[config.mk]
export PLATFORM = sky130hd
export DESIGN_NAME = exec_unit
export DESIGN_NICKNAME = d
export VERILOG_FILES = /design/src/exec_pkg.sv /design/src/exec_unit.sv
export SDC_FILE = /design/constraint.sdc
export NUM_CORES = 1
export LEC_CHECK = 0
export BUFFER_PORTS_ARGS = -buffer_cell sky130_fd_sc_hd__buf_2
export CORE_UTILIZATION = 35
export DETAILED_ROUTE_END_ITERATION = 6
export PLACE_DENSITY_LB_ADDON = 0.3
export SLEW_MARGIN = 10
export SYNTH_ARGS = -nofsm -noshare
export SYNTH_HDL_FRONTEND = slang
export SYNTH_SLANG_ARGS = --single-unit
[constraint.sdc]
create_clock -name ref_clk -period 12.05 [get_ports ref_clk]
set_input_delay 1.205 -clock ref_clk [delete_from_list [all_inputs] [get_ports ref_clk]]
set_output_delay 1.205 -clock ref_clk [all_outputs]
set_load 0.005 [all_outputs]
[src/exec_pkg.sv]
// Summary of operation
// - Add-then-branch adds source to destination, writes sum back, byte or word.
// - Nonzero add-then-branch sum jumps to the encoded branch target.
// - Zero add-then-branch sum falls through to the next instruction.
// - Add-then-branch source is a sign-extended immediate from -8 to +7.
// - Branch target spans start address minus 126 to plus 129.
// - Add-then-branch and subtract-then-branch share one operation code.
// - AND stores bitwise AND of source and destination into destination.
// - Byte AND into address register zero-extends source, works at 16 bits.
// - Byte AND from address register uses its low eight bits only.
// - Byte AND with address registers on both sides is refused.
// - AND sets sign flag from result MSB, clears it otherwise.
// - AND sets zero flag when result is zero, clears it otherwise.
// - Short AND form is byte only; word in short form is refused.
// - Short AND with two accumulator byte registers needs them different.
// - Carry-AND ANDs the selected source bit with carry into carry.
// - After carry-AND, carry is one exactly when the AND gave one.
// - Bit clear writes zero to the addressed bit of register, memory or flag.
// - Bit clear with 11-bit static-base offset is accepted in short form only.
`default_nettype none
package exec_pkg;

  // Register map of the small control port
  localparam logic [7:0] OFF_FLAGS = 8'h00;
  localparam logic [7:0] OFF_RESULT = 8'h04;
  localparam logic [7:0] OFF_STATUS = 8'h08;

  // Flag field positions and reset value
  localparam int FLAG_C = 0;
  localparam int FLAG_Z = 1;
  localparam int FLAG_S = 2;
  localparam int FLAG_O = 3;
  localparam logic [3:0] FLAGS_RESET = 4'h0;
  localparam logic [15:0] RESULT_RESET = 16'h0000;
  localparam logic [15:0] PC_RESET = 16'h0000;

  // Status field positions
  localparam int STAT_REFUSED = 0;
  localparam int STAT_TAKEN = 1;

  // Branch displacement counts from start address plus this offset
  localparam logic [15:0] BRANCH_BASE = 16'h0002;
  localparam int BRANCH_BACK_MAX = 126;
  localparam int BRANCH_FWD_MAX = 129;

  // One code for add- and subtract-then-branch
  typedef enum logic [2:0] {
    OP_NONE = 3'b000,
    OP_ADD_BRANCH = 3'b001,
    OP_AND = 3'b010,
    OP_CARRY_AND = 3'b011,
    OP_BIT_CLEAR = 3'b100
  } op_kind_t;

  typedef struct packed {
    logic valid;
    op_kind_t op;
    logic word_size;
    logic sub_variant;
    logic short_form;
    logic [15:0] src;
    logic [15:0] dst;
    logic src_addr;
    logic dst_addr;
    logic src_acc;
    logic dst_acc;
    logic src_acc_high;
    logic dst_acc_high;
    logic [3:0] imm4;
    logic [7:0] disp8;
    logic [15:0] pc;
    logic [2:0] instr_len;
    logic [3:0] bit_pos;
    logic bit_src;
    logic bit_is_flag;
    logic [1:0] flag_sel;
    logic base11_mode;
  } exec_req_t;

  typedef struct packed {
    logic done;
    logic write_dest;
    logic refused;
    logic branch_taken;
    logic [15:0] value;
    logic [15:0] next_pc;
  } exec_res_t;

endpackage : exec_pkg
`default_nettype wire

[src/exec_unit.sv]
`timescale 1ns/10ps
`default_nettype none
module exec_unit (
  input wire logic ref_clk,
  input wire logic reset,
  input wire logic ce,
  input wire exec_pkg::exec_req_t req,
  output var exec_pkg::exec_res_t res,
  output logic [3:0] flags,
  input wire logic [7:0] reg_addr,
  input wire logic [15:0] reg_wdata,
  input wire logic reg_wr,
  input wire logic reg_rd,
  output logic [15:0] reg_rdata
);

  // Registered state
  exec_pkg::exec_res_t res_q, res_d;
  logic [3:0] flags_q, flags_d;
  logic [1:0] status_q, status_d;
  logic [15:0] rdata_q, rdata_d;

  // Request decode
  wire logic go = req.valid;
  wire logic is_ab = go && (req.op == exec_pkg::OP_ADD_BRANCH);
  wire logic is_and = go && (req.op == exec_pkg::OP_AND);
  wire logic is_cand = go && (req.op == exec_pkg::OP_CARRY_AND);
  wire logic is_single_bit_clear_op = go && (req.op == exec_pkg::OP_BIT_CLEAR);

  // Immediate sign extension and subtract variant
  wire logic [15:0] imm_sext = {{12{req.imm4[3]}}, req.imm4};
  wire logic [15:0] imm_neg = 16'h0000 - imm_sext;
  wire logic [15:0] addend = req.sub_variant ? imm_neg : imm_sext;
  wire logic [15:0] sum_w = req.dst + addend;
  wire logic [7:0] sum_b = req.dst[7:0] + addend[7:0];
  wire logic [15:0] ab_value = req.word_size ? sum_w : {req.dst[15:8], sum_b};
  wire logic ab_zero = req.word_size ? (sum_w == 16'h0000) :
    (sum_b == 8'h00);

  // Branch target and fall-through address
  wire logic [15:0] disp_sext = {{8{req.disp8[7]}}, req.disp8};
  wire logic [15:0] target = req.pc + exec_pkg::BRANCH_BASE + disp_sext;
  wire logic [15:0] fall_pc = req.pc + {13'h0000, req.instr_len};
  wire logic ab_jump = is_ab && !ab_zero;
  wire logic [15:0] ab_next = ab_zero ? fall_pc : target;

  // AND operand shaping
  wire logic and_wide = req.word_size || req.dst_addr;
  wire logic [15:0] and_src = req.word_size ? req.src :
    {8'h00, req.src[7:0]};
  wire logic [15:0] and_raw = and_src & req.dst;
  wire logic [15:0] and_value = and_wide ? and_raw :
    {req.dst[15:8], and_raw[7:0]};
  wire logic and_msb = and_wide ? and_raw[15] : and_raw[7];
  wire logic and_zero = and_wide ? (and_raw == 16'h0000) :
    (and_raw[7:0] == 8'h00);

  // Operand combinations that are refused
  wire logic bad_addr = !req.word_size && req.src_addr && req.dst_addr;
  wire logic bad_short_w = req.short_form && req.word_size;
  wire logic bad_acc = req.short_form && req.src_acc && req.dst_acc &&
    (req.src_acc_high == req.dst_acc_high);
  wire logic and_bad = is_and && (bad_addr || bad_short_w || bad_acc);
  wire logic single_bit_clear_op_bad = is_single_bit_clear_op && req.base11_mode && !req.short_form;
  wire logic refuse = and_bad || single_bit_clear_op_bad;

  // Bit clear mask
  wire logic [15:0] bit_mask = 16'h0001 << req.bit_pos;
  wire logic [15:0] single_bit_clear_op_value = req.dst & ~bit_mask;
  wire logic single_bit_clear_op_data = is_single_bit_clear_op && !single_bit_clear_op_bad && !req.bit_is_flag;
  wire logic single_bit_clear_op_flag = is_single_bit_clear_op && !single_bit_clear_op_bad && req.bit_is_flag;

  // Carry-AND result
  wire logic cand_c = req.bit_src & flags_q[exec_pkg::FLAG_C];

  // Register port decode
  wire logic wr_flags = reg_wr && (reg_addr == exec_pkg::OFF_FLAGS);
  wire logic wr_status = reg_wr && (reg_addr == exec_pkg::OFF_STATUS);
  wire logic hw_flags = go && !refuse &&
    (is_and || is_cand || single_bit_clear_op_flag);

  // Result selection
  always_comb begin
    res_d = '0;
    res_d.done = go;
    res_d.refused = refuse;
    res_d.next_pc = fall_pc;
    res_d.value = req.dst;
    if (is_ab) begin
      res_d.write_dest = 1'b1;
      res_d.value = ab_value;
      res_d.branch_taken = ab_jump;
      res_d.next_pc = ab_next;
    end else if (is_and && !and_bad) begin
      res_d.write_dest = 1'b1;
      res_d.value = and_value;
    end else if (single_bit_clear_op_data) begin
      res_d.write_dest = 1'b1;
      res_d.value = single_bit_clear_op_value;
    end
  end

  // Flag update; the executing instruction wins over a software write
  always_comb begin
    flags_d = flags_q;
    if (hw_flags) begin
      if (is_and) begin
        flags_d[exec_pkg::FLAG_S] = and_msb;
        flags_d[exec_pkg::FLAG_Z] = and_zero;
      end else if (is_cand) begin
        flags_d[exec_pkg::FLAG_C] = cand_c;
      end else begin
        flags_d[req.flag_sel] = 1'b0;
      end
    end else if (wr_flags) begin
      flags_d = reg_wdata[3:0];
    end
  end

  // Status: sticky refusal, cleared by writing one; a new refusal wins
  always_comb begin
    status_d = status_q;
    if (wr_status && reg_wdata[exec_pkg::STAT_REFUSED]) begin
      status_d[exec_pkg::STAT_REFUSED] = 1'b0;
    end
    if (refuse) begin
      status_d[exec_pkg::STAT_REFUSED] = 1'b1;
    end
    if (is_ab) begin
      status_d[exec_pkg::STAT_TAKEN] = ab_jump;
    end
  end

  // Read data mux
  always_comb begin
    rdata_d = 16'h0000;
    if (reg_rd) begin
      case (reg_addr)
        exec_pkg::OFF_FLAGS: rdata_d = {12'h000, flags_q};
        exec_pkg::OFF_RESULT: rdata_d = res_q.value;
        exec_pkg::OFF_STATUS: rdata_d = {14'h0000, status_q};
        default: rdata_d = 16'h0000;
      endcase
    end
  end

  // State registers
  always_ff @(posedge ref_clk) begin
    if (reset) begin
      res_q <= '0;
      flags_q <= exec_pkg::FLAGS_RESET;
      status_q <= 2'h0;
      rdata_q <= 16'h0000;
    end else if (ce) begin
      res_q <= res_d;
      flags_q <= flags_d;
      status_q <= status_d;
      rdata_q <= rdata_d;
    end
  end

  assign res = res_q;
  assign flags = flags_q;
  assign reg_rdata = rdata_q;

  wire logic step = ce && !reset;
  // Target offset from the start address, modulo the address space
  wire logic [15:0] tgt_diff = target - req.pc;
endmodule : exec_unit
`default_nettype wire

==> results of run 1 <==
[layout make-up]
type | instances | area [um2] | area share (%)
clock buffer | 14 | 254 | 3.82
multi-input combinational | 586 | 4030 | 60.7
inverter | 23 | 86.3 | 1.30
clock inverter | 2 | 12.5 | 0.188
timing repair buffer | 163 | 831 | 12.5
tap | 211 | 264 | 3.97
sequential | 58 | 1160 | 17.5
[registers in the layout, summed over array words and instances, names as in the netlist]
register	cells
status_q	2
flags	4
res	36
reg_rdata	16
[power by group through the flow]
stage / combinational, mW / clock (mW) / sequential (mW)
4_1_cts: 0.221 / 0.242 / 0.208
2_1_floorplan: 0.152 / 0 / 0.211
3_5_place_dp: 0.219 / 0 / 0.211
5_1_grt: 0.247 / 0.249 / 0.208
6_report: 0.221 / 0.236 / 0.208
3_3_place_gp: 0.219 / 0 / 0.211
[logic make-up after synthesis]
kind of cell | after synthesis
mux | 9
buf+inv | 58
fa+ha+maj | 54
flops | 58
compound gates | 224
xor+xnor | 38
simple gates | 261
[path summary, 6_finish.rpt]
| kind | depth (start not counted) | end | from | slack [ns] |
|---|---|---|---|---|
| worst max-delay path | 15 | res[8] | req[36] | 6.87 |
| worst min-delay path | 2 | reg_rdata[0] | reg_rdata[0] | 0.46 |
| worst max register to register | 5 | flags[2] | flags[2] | 10.93 |
| worst min register to register | 2 | reg_rdata[0] | reg_rdata[0] | 0.46 |
[critical path: cells and delay by family]
| kind | cells | cell delay [ns] |
|---|---|---|
| buf+inv | 3 | 0.46 |
| simple gates | 3 | 1.25 |
| compound gates | 7 | 1.91 |
| fa+ha+maj | 2 | 0.53 |
[layout by cell type, fill, tap and decap left out, types with 11 or more instances in the layout]
| master | count |
|---|---|
| nor2_1 | 63 |
| o21ai_0 | 40 |
| xor2_1 | 15 |
| nand2_1 | 68 |
| a21oi_1 | 57 |
| ha_1 | 51 |
| nor2b_1 | 22 |
| nand2b_1 | 21 |
| nand3_1 | 29 |
| dfxtp_1 | 58 |
| o211ai_1 | 14 |
| inv_1 | 23 |
| a211oi_1 | 12 |
| xnor2_1 | 23 |
| buf_2 | 157 |
| nor3_1 | 11 |
[metrics by stage]
stage | utilization (%) | std cells | area [um2]
after floorplan | - | 702 | 5490
after global placement | 41.8 | 1041 | 6380
after detailed placement | 41.8 | 1041 | 6380
after CTS | 43.5 | 1057 | 6640
after global routing | 43.5 | 1057 | 6640
final | 43.5 | 1057 | 6640
[layer usage]
metal | vias to the layer above | track usage, %
met1 | 2699 | 29.5
met3 | 17 | 4.48
met2 | 178 | 36.0
met5 | - | 0
met4 | 0 | 5.46
li1 | 2890 | -
==> results.tsv, run 1 <==
metric	value	unit
status	completed	
CTS Hold Bufs	0	
Synth Cell Area	5490	um2
post-route ant nets	0	
worst vdd ir	0.0000823	V
CTS tree	built	
most frequent cell after synthesis	nand2_1	
Simple-Gate Fraction of Synth Area	24.3	%
final number of max-transition violations	0	
Post-synth EDFFs	0	
Synth Flop Type	dfxtp_1	
Synth Register Bits	58	
Site Rows	45	
Starting Density	36.0	%
Reg power frac	31.2	%
number of port buffers	157	
final setup violating endpoints	0	
CTS sink cnt	58	
switch share	33.5	%
DR WL met2	7770	um
# Post-CTS Setup Buffers	0	
area grow syn2layout	21.0	%
largest family of logic cells by synthesized area	compound AO/OA/AOI/OAI gates	
share of the synthesized area in the top cell type	21.2	%
post-synthesis instance total	702	
Compound-Gate Fraction of Synth Area	28.5	%
Clock Pin Slew Worst Setup and Hold Paths	0.05	ns
WL per Instance	16.5	um
mux cell area share after synthesis	1.71	%
cell accounting for the most synthesized area	dfxtp_1	
slowest CP cell	nand4_1	
CP peak stage delay	0.65	ns
Synth top cells by count	nand2_1 (68), nor2_1 (63), dfxtp_1 (58)	
grt ovf	0	
M1 wire length	8330	um
total CTS buffers	9	
first-pass GRT wire length	27800	um
hold slack	0.465	ns
layout cells sized above 1	24.0	%
Synth cell types	76	
initial drt markers	266	
Clock Latency Late Sink	0.33	ns
pre-CTS setup slack	6.57	ns
Power, Total	0.664	mW
crit-path cells	buf_2 > inv_1 > ha_1 > nor2b_1 > o21ai_0 > buf_4 > ha_1 > a21oi_1 > o211ai_1 > a2111oi_1 > o31a_2 > a2bb2oi_1 > nand4_1 > nand2_1 > a311oi_2	
Syn Nets	870	
WS Path Type	in2reg	
Avg Inst Size Synth	7.82	um2
Lkg Pwr	2.93	nW
Post-synth ARST share	0	%
DR pass1 iterations	5	
most frequent cell on the critical path	ha_1	
CP Launch Type	input pin	
RSZ-0062 raised after global routing	no	
Worst EP arrival	5.36	ns
vias per inst	5.47	
vias in the first global route	5311	
Int Pwr	0.442	mW
Max-Cap Viols	0	
Post-route DRC	0	
Final #Nets	1009	
root buf cell	clkbuf_16	
post-synthesis sequential area ratio	21.2	%
core region area	15300	um2
initial antenna violation count	0	
Pwr Density	100	nW/um2
Top Layer Used	met4	
setup TNS	0	ns
kind of end point of the critical path	flip-flop	
Tmin final	5.18	ns
Worst-Margin Slew	1.12	ns
H-Tree Level Count	3	
fmax	193	MHz
Clock Path Buffers	2	
xor/xnor share of the synthesized area	6.06	%
WL final	17400	um
final setup margin	6.87	ns
P_sw	0.223	mW
Yosys warnings	0	
Antenna diodes	0	
CP max FO	14	
Die Y	127	um
die width	127	um
synth top area cells	dfxtp_1 (21%), ha_1 (12%), a21oi_1 (5.2%)	
met3 wire len	1020	um
detailed placement HPWL	13200	um
skew final	0.00258	ns
pin count of the biggest net entering global routing	60	
Vias	5784	
Worst EP required	12.23	ns
logic gate share of total power	33.3	%
All-Layer GR Usage	22.0	%
final worst path period share	43.0	%
# fillers	1566	
GPL Wtd Cong	0.893	
die footprint	16200	um2
Top Ports	170	
Clk pwr share	35.5	%
CTS resizes	0	
slew margin rel.	25.0	%
area share of fa/ha/maj cells after synthesis	12.7	%
Hold Path Class	reg2reg	
Hold Fails Final Rpt	0	
Power figures use the tool's default switching activity.
==> run 2, diff against run 1 <==
--- a/config.mk
+++ b/config.mk
@@ -5,6 +5,7 @@
 export SDC_FILE = /design/constraint.sdc
 export NUM_CORES = 1
 export LEC_CHECK = 0
+export ABC_AREA = 1
 export BUFFER_PORTS_ARGS = -buffer_cell sky130_fd_sc_hd__buf_2
 export CORE_UTILIZATION = 35
 export DETAILED_ROUTE_END_ITERATION = 6
==> constraint.sdc (replaced) <==
create_clock -name ref_clk -period 4.3 [get_ports ref_clk]
set_input_delay 0.43 -clock ref_clk [delete_from_list [all_inputs] [get_ports ref_clk]]
set_output_delay 0.43 -clock ref_clk [all_outputs]
set_load 0.005 [all_outputs]
==> results.tsv, run 2 <==
metric	value	unit	change
status	completed		
synth top area cells	dfxtp_1 (21%), nand2_1 (16%), ha_1 (12%)		
Hold Path Class	in2reg		
All-Layer GR Usage	22.2	%	+0.20 points
placed insts	1231		+18%
Pwr Density	283	nW/um2	+180%
Worst-Margin Slew	1.10	ns	-0.0192 ns
Lkg Pwr	3.51	nW	+20%
Avg Inst Size Synth	6.21	um2	-21%
worst vdd ir	0.000217	V	+160%
Synth Cell Area	5530	um2	+0.66%
CTS sink cnt	58		unchanged
setup TNS	0	ns	unchanged
slew margin rel.	26.3	%	+1.3 points
root buf cell	clkbuf_16		
crit-path cells	buf_2 > inv_1 > ha_1 > nand2_1 > nand2_1 > nand2_1 > ha_1 > nand2_1 > nor2_1 > nand2_1 > nand3_1 > nand2_1 > nand2_1 > nand2_1 > nand2_1 > nand2_1 > nor2_1 > nand2_1 > nand2_2 > nand2_4 > nand2_4 > o21ai_0 > nor2_1 > nor2_1		
Vias	6315		+9.2%
kind of end point of the critical path	flip-flop		
core region area	15300	um2	+0.37%
slowest CP cell	ha_1		
layout cells sized above 1	17.6	%	-6.4 points
Synth top cells by count	nand2_1 (236), inv_1 (116), nand3_1 (87)		
area grow syn2layout	22.5	%	
initial antenna violation count	0		unchanged
WS Path Type	in2reg		
number of port buffers	157		unchanged
max reg flops	36		unchanged
DR pass1 iterations	5		unchanged
post-synthesis instance total	890		+27%
Worst EP required	4.51	ns	-7.72 ns
Synth cell types	41		-46%
Die Y	128	um	+0.33%
Area after DPL	6460	um2	+1.4%
CP peak stage delay	0.53	ns	-0.12 ns
Tmin final	3.48	ns	
Synth Register Bits	58		unchanged
Max-Cap Viols	0		unchanged
Synth Flop Type	dfxtp_1		
H-Tree Level Count	3		unchanged
Storage cell area	1160	um2	unchanged
final worst path period share	80.8	%	
final setup margin	0.824	ns	-6.05 ns
share of the synthesized area in the top cell type	21.0	%	-0.14 points
Hold Fails Final Rpt	0		unchanged
Starting Density	36.1	%	+0.10 points
most frequent cell on the critical path	nand2_1		
CTS Hold Bufs	0		unchanged
Final #Nets	1199		+19%
die width	128	um	+0.33%
RSZ-0062 raised after global routing	no		
most common cell after layout, fill and taps aside	nand2_1		
# Post-CTS Setup Buffers	0		unchanged
# fillers	1705		+8.9%
CP Launch Type	input pin		
final number of max-transition violations	0		unchanged
initial drt markers	366		+38%
Post-synth ARST share	0	%	unchanged
fmax	288	MHz	
skew final	0.00559	ns	+0.00301 ns
critical path's top delay family	simple AND/OR/NAND/NOR gates		
Top Ports	170		unchanged
Site Rows	45		unchanged
Post-route DRC	0		unchanged
Clock Path Buffers	2		unchanged
total CTS buffers	9		unchanged
post-route ant nets	0		unchanged
detailed placement HPWL	14400	um	+9.2%
Syn Nets	1058		+22%
Yosys warnings	0		unchanged
post-synthesis sequential area ratio	21.0	%	-0.14 points
pre-CTS setup slack	0.544	ns	-6.03 ns
CTS resizes	0		unchanged
GPL Wtd Cong	0.896		+0.38%
CTS tree	built		
vias in the first global route	5603		+5.5%
grt ovf	0		unchanged
pin count of the biggest net entering global routing	52		-13%
Antenna diodes	0		unchanged
hold slack	0.424	ns	-0.0412 ns
final non-filler cell total	1246		+18%
multi-input logic area	3790	um2	-6.0%
WL per Instance	14.6	um	-11%
cell accounting for the most synthesized area	dfxtp_1		
Clock Latency Late Sink	0.33	ns	about the same
Clock Pin Slew Worst Setup and Hold Paths	0.05	ns	about the same
die footprint	16300	um2	+0.65%
Post-synth EDFFs	0		unchanged
WP buf/inv	2		-1
Worst EP arrival	3.69	ns	-1.67 ns
Final Cell Area	6770	um2	+1.9%
CP max FO	18		+4
most frequent cell after synthesis	nand2_1		
final setup violating endpoints	0		unchanged
first-pass GRT wire length	28200	um	+1.2%
WL final	18100	um	+4.3%
vias per inst	5.07		-7.4%
commonest non-fill, non-tap cells in the layout	nand2_1 (236), buf_2 (157), inv_1 (116)		
-- run 2: through the flow --
stage / util [%] / power, mW
6_report: 44.2 / 1.91
5_1_grt: 44.2 / 2.04
4_1_cts: 44.2 / 1.93
3_5_place_dp: 42.2 / 1.19
3_3_place_gp: 42.2 / 1.19
2_1_floorplan: - / 0.993
-- run 2: where the power goes --
part	internal [mW]	total, mW	switching [mW]	leakage, nW
Sequential	0.564	0.582	0.0176	0.475
Clock	0.491	0.729	0.238	0.152
Combinational	0.231	0.604	0.373	2.88
-- run 2: worst paths after layout --
path                 from      endpoint  slack, ns  cells after the start
max               req[36]        res[2]       0.82                     24
min               req[84]       res[35]       0.42                      3
max reg2reg      flags[2]      flags[2]       3.17                      6
min reg2reg  reg_rdata[1]  reg_rdata[1]       0.46                      2
-- run 2: routing by layer --
metal	up-vias	track usage [%]	routed length (um)
met2	200	35.9	8070
met5	-	0	0
met3	21	3.56	1160
met4	0	6.71	316
li1	3244	-	-
met1	2850	30.2	8590
-- run 2: layout make-up --
type / count / share of cell area (%)
timing repair buffer: 160 / 11.9
tap: 211 / 3.90
sequential: 58 / 17.2
inverter: 117 / 6.49
clock inverter: 2 / 0.518
clock buffer: 13 / 3.99
multi-input combinational: 685 / 56.0
-- run 2: cells by family (layout without fill, tap and decap cells) --
| family | Yosys count | in the layout | synth area share [%] |
|---|---|---|---|
| XOR/XNOR | 35 | 35 | 5.55 |
| buffers and inverters | 147 | 292 | 10.4 |
| AO/OA/AOI/OAI | 176 | 176 | 17.9 |
| AND/OR/NAND/NOR | 420 | 420 | 32.5 |
| adder cells (fa/ha/maj) | 54 | 54 | 12.6 |
| flip-flops | 58 | 58 | 21.0 |
-- run 2: worst register-to-register path: cells and delay by family (launching register included) --
| kind | cells | cell delay (ns) |
|---|---|---|
| compound gates | 4 | 0.55 |
| simple gates | 2 | 0.15 |
| flops | 1 | 0.35 |
==> run 3, diff against run 2 <==
==> constraint.sdc (replaced) <==
create_clock -name ref_clk -period 3.6 [get_ports ref_clk]
set_input_delay 0.36 -clock ref_clk [delete_from_list [all_inputs] [get_ports ref_clk]]
set_output_delay 0.36 -clock ref_clk [all_outputs]
set_load 0.005 [all_outputs]
==> results.tsv, run 3 (synthesis gave the netlist of run 2 again) <==
metric	value	unit	change
die width	128	um	unchanged
Clk pwr share	39.2	%	+1.1 points
RSZ-0062 raised after global routing	no		
final setup violating endpoints	0		unchanged
number of port buffers	157		unchanged
Worst-Margin Slew	0.831	ns	-0.270 ns
hold path depth	3		unchanged
skew final	0.00447	ns	-0.00112 ns
CP Launch Type	input pin		
Storage cell area	1160	um2	unchanged
status	completed		
switch share	32.6	%	-0.28 points
Pwr Density	340	nW/um2	+20%
max reg flops	36		unchanged
Clock Path Buffers	2		unchanged
kind of end point of the critical path	flip-flop		
WS Path Type	in2reg		
Worst EP required	3.81	ns	-0.70 ns
final non-filler cell total	1256		+0.80%
Hold Fails Final Rpt	0		unchanged
CTS tree	built		
CTS Hold Bufs	0		unchanged
die footprint	16300	um2	unchanged
commonest non-fill, non-tap cells in the layout	nand2_1 (236), buf_2 (157), inv_1 (116)		
Tmin final	2.89	ns	
slowest CP cell	ha_1		
CP max FO	14		-4
detailed placement HPWL	14400	um	about the same
total CTS buffers	9		unchanged
Reg power frac	29.6	%	-0.8 points
logic gate share of total power	31.2	%	-0.3 points
vias in the first global route	5719		+2.1%
DR pass1 iterations	5		unchanged
Int Pwr	1.58	mW	+23%
post-route ant nets	0		unchanged
initial antenna violation count	0		unchanged
H-Tree Level Count	3		unchanged
Clock Latency Late Sink	0.33	ns	about the same
Final #Nets	1208		+0.75%
final worst path period share	80.3	%	
Starting Density	36.1	%	unchanged
layout cells sized above 1	18.4	%	+0.79 points
root buf cell	clkbuf_16		
multi-input logic area	3790	um2	unchanged
Site Rows	45		unchanged
Worst EP arrival	3.11	ns	-0.58 ns
Post-route DRC	0		unchanged
core region area	15300	um2	unchanged
CTS sink cnt	58		unchanged
final number of max-transition violations	0		unchanged
most common cell after layout, fill and taps aside	nand2_1		
Antenna diodes	0		unchanged
area grow syn2layout	24.4	%	
Hold Path Class	in2reg		
All-Layer GR Usage	22.4	%	+0.19 points
R2R depth	6		unchanged
Vias	6302		-0.21%
CTS resizes	0		unchanged
grt ovf	0		unchanged
GPL Wtd Cong	0.900		+0.46%
Lkg Pwr	3.56	nW	+1.7%
Clock Pin Slew Worst Setup and Hold Paths	0.05	ns	about the same
most frequent cell on the critical path	nand2_1		
CP peak stage delay	0.34	ns	-0.19 ns
# Post-CTS Setup Buffers	0		unchanged
worst vdd ir	0.000224	V	+3.1%
vias per inst	5.02		-1.0%
initial drt markers	389		+6.3%
# fillers	1653		-3.0%
placed insts	1240		+0.73%
fmax	346	MHz	
P_sw	0.762	mW	+21%
WL per Instance	14.4	um	-1.2%
first-pass GRT wire length	28700	um	+1.8%
setup TNS	0	ns	unchanged
pin count of the biggest net entering global routing	51		-1.9%
slew margin rel.	44.5	%	+18 points
Die Y	128	um	unchanged
Max-Cap Viols	0		unchanged
Top Ports	170		unchanged
WL final	18100	um	-0.36%
-- run 3: cell types whose count changed in the layout (fill, tap and decap cells not counted), sizes merged --
cell and delta:
clkinv +1, clkinvlp +1, clkbuf -2, buf +9
bufinv +1
-- run 3: through the flow --
step           cell area [um2]  utilization (%)  power [mW]  hold slack [ns]  worst slack (ns)
3_3_place_gp              6560             42.8        1.43            0.452             0.421
4_1_cts                   6880             44.9        2.35            0.338             0.737
5_1_grt                   6880             44.9        2.49            0.336             0.396
6_report                  6880             44.9        2.34            0.344             0.710
3_5_place_dp              6560             42.8        1.43            0.452             0.391
2_1_floorplan             5530                -        1.19            0.445             0.859
-- run 3: layer usage --
| layer | track usage, % | vias up | routed length [um] |
|---|---|---|---|
| met5 | 0 | - | 0 |
| met4 | 5.19 | 0 | 183 |
| met3 | 4.02 | 12 | 1150 |
| met2 | 36.4 | 209 | 8010 |
| met1 | 30.6 | 2808 | 8740 |
| li1 | - | 3273 | - |
-- run 3: final cells by class --
class | count | area share, %
Multi-Input combinational cell | 685 | 55.1
Sequential cell | 58 | 16.9
Timing Repair Buffer | 169 | 13.1
Inverter | 117 | 6.39
Tap cell | 211 | 3.84
Clock buffer | 11 | 3.53
Clock inverter | 5 | 1.13
-- run 3: final timing paths --
| kind | end | startpoint | slack (ns) |
|---|---|---|---|
| max reg2reg | flags[2] | flags[2] | 2.46 |
| max | res[2] | req[36] | 0.71 |
| min reg2reg | reg_rdata[3] | reg_rdata[3] | 0.46 |
| min | res[35] | req[84] | 0.34 |
-- run 3: critical path, delay by kind of cell --
| kind | cells | cell delay [ns] |
|---|---|---|
| adders and majority gates | 2 | 0.50 |
| and+or+nand+nor | 19 | 1.79 |
| AOI/OAI and AO/OA | 1 | 0.10 |
| buffers and inverters | 3 | 0.34 |
-- run 3: power by group through the flow --
stage	registers, mW	logic, mW	clock network (mW)
after floorplan	0.706	0.480	0
after global placement	0.707	0.719	0
after detailed placement	0.707	0.722	0
after CTS	0.694	0.727	0.932
after global routing	0.697	0.828	0.966
final	0.694	0.730	0.916
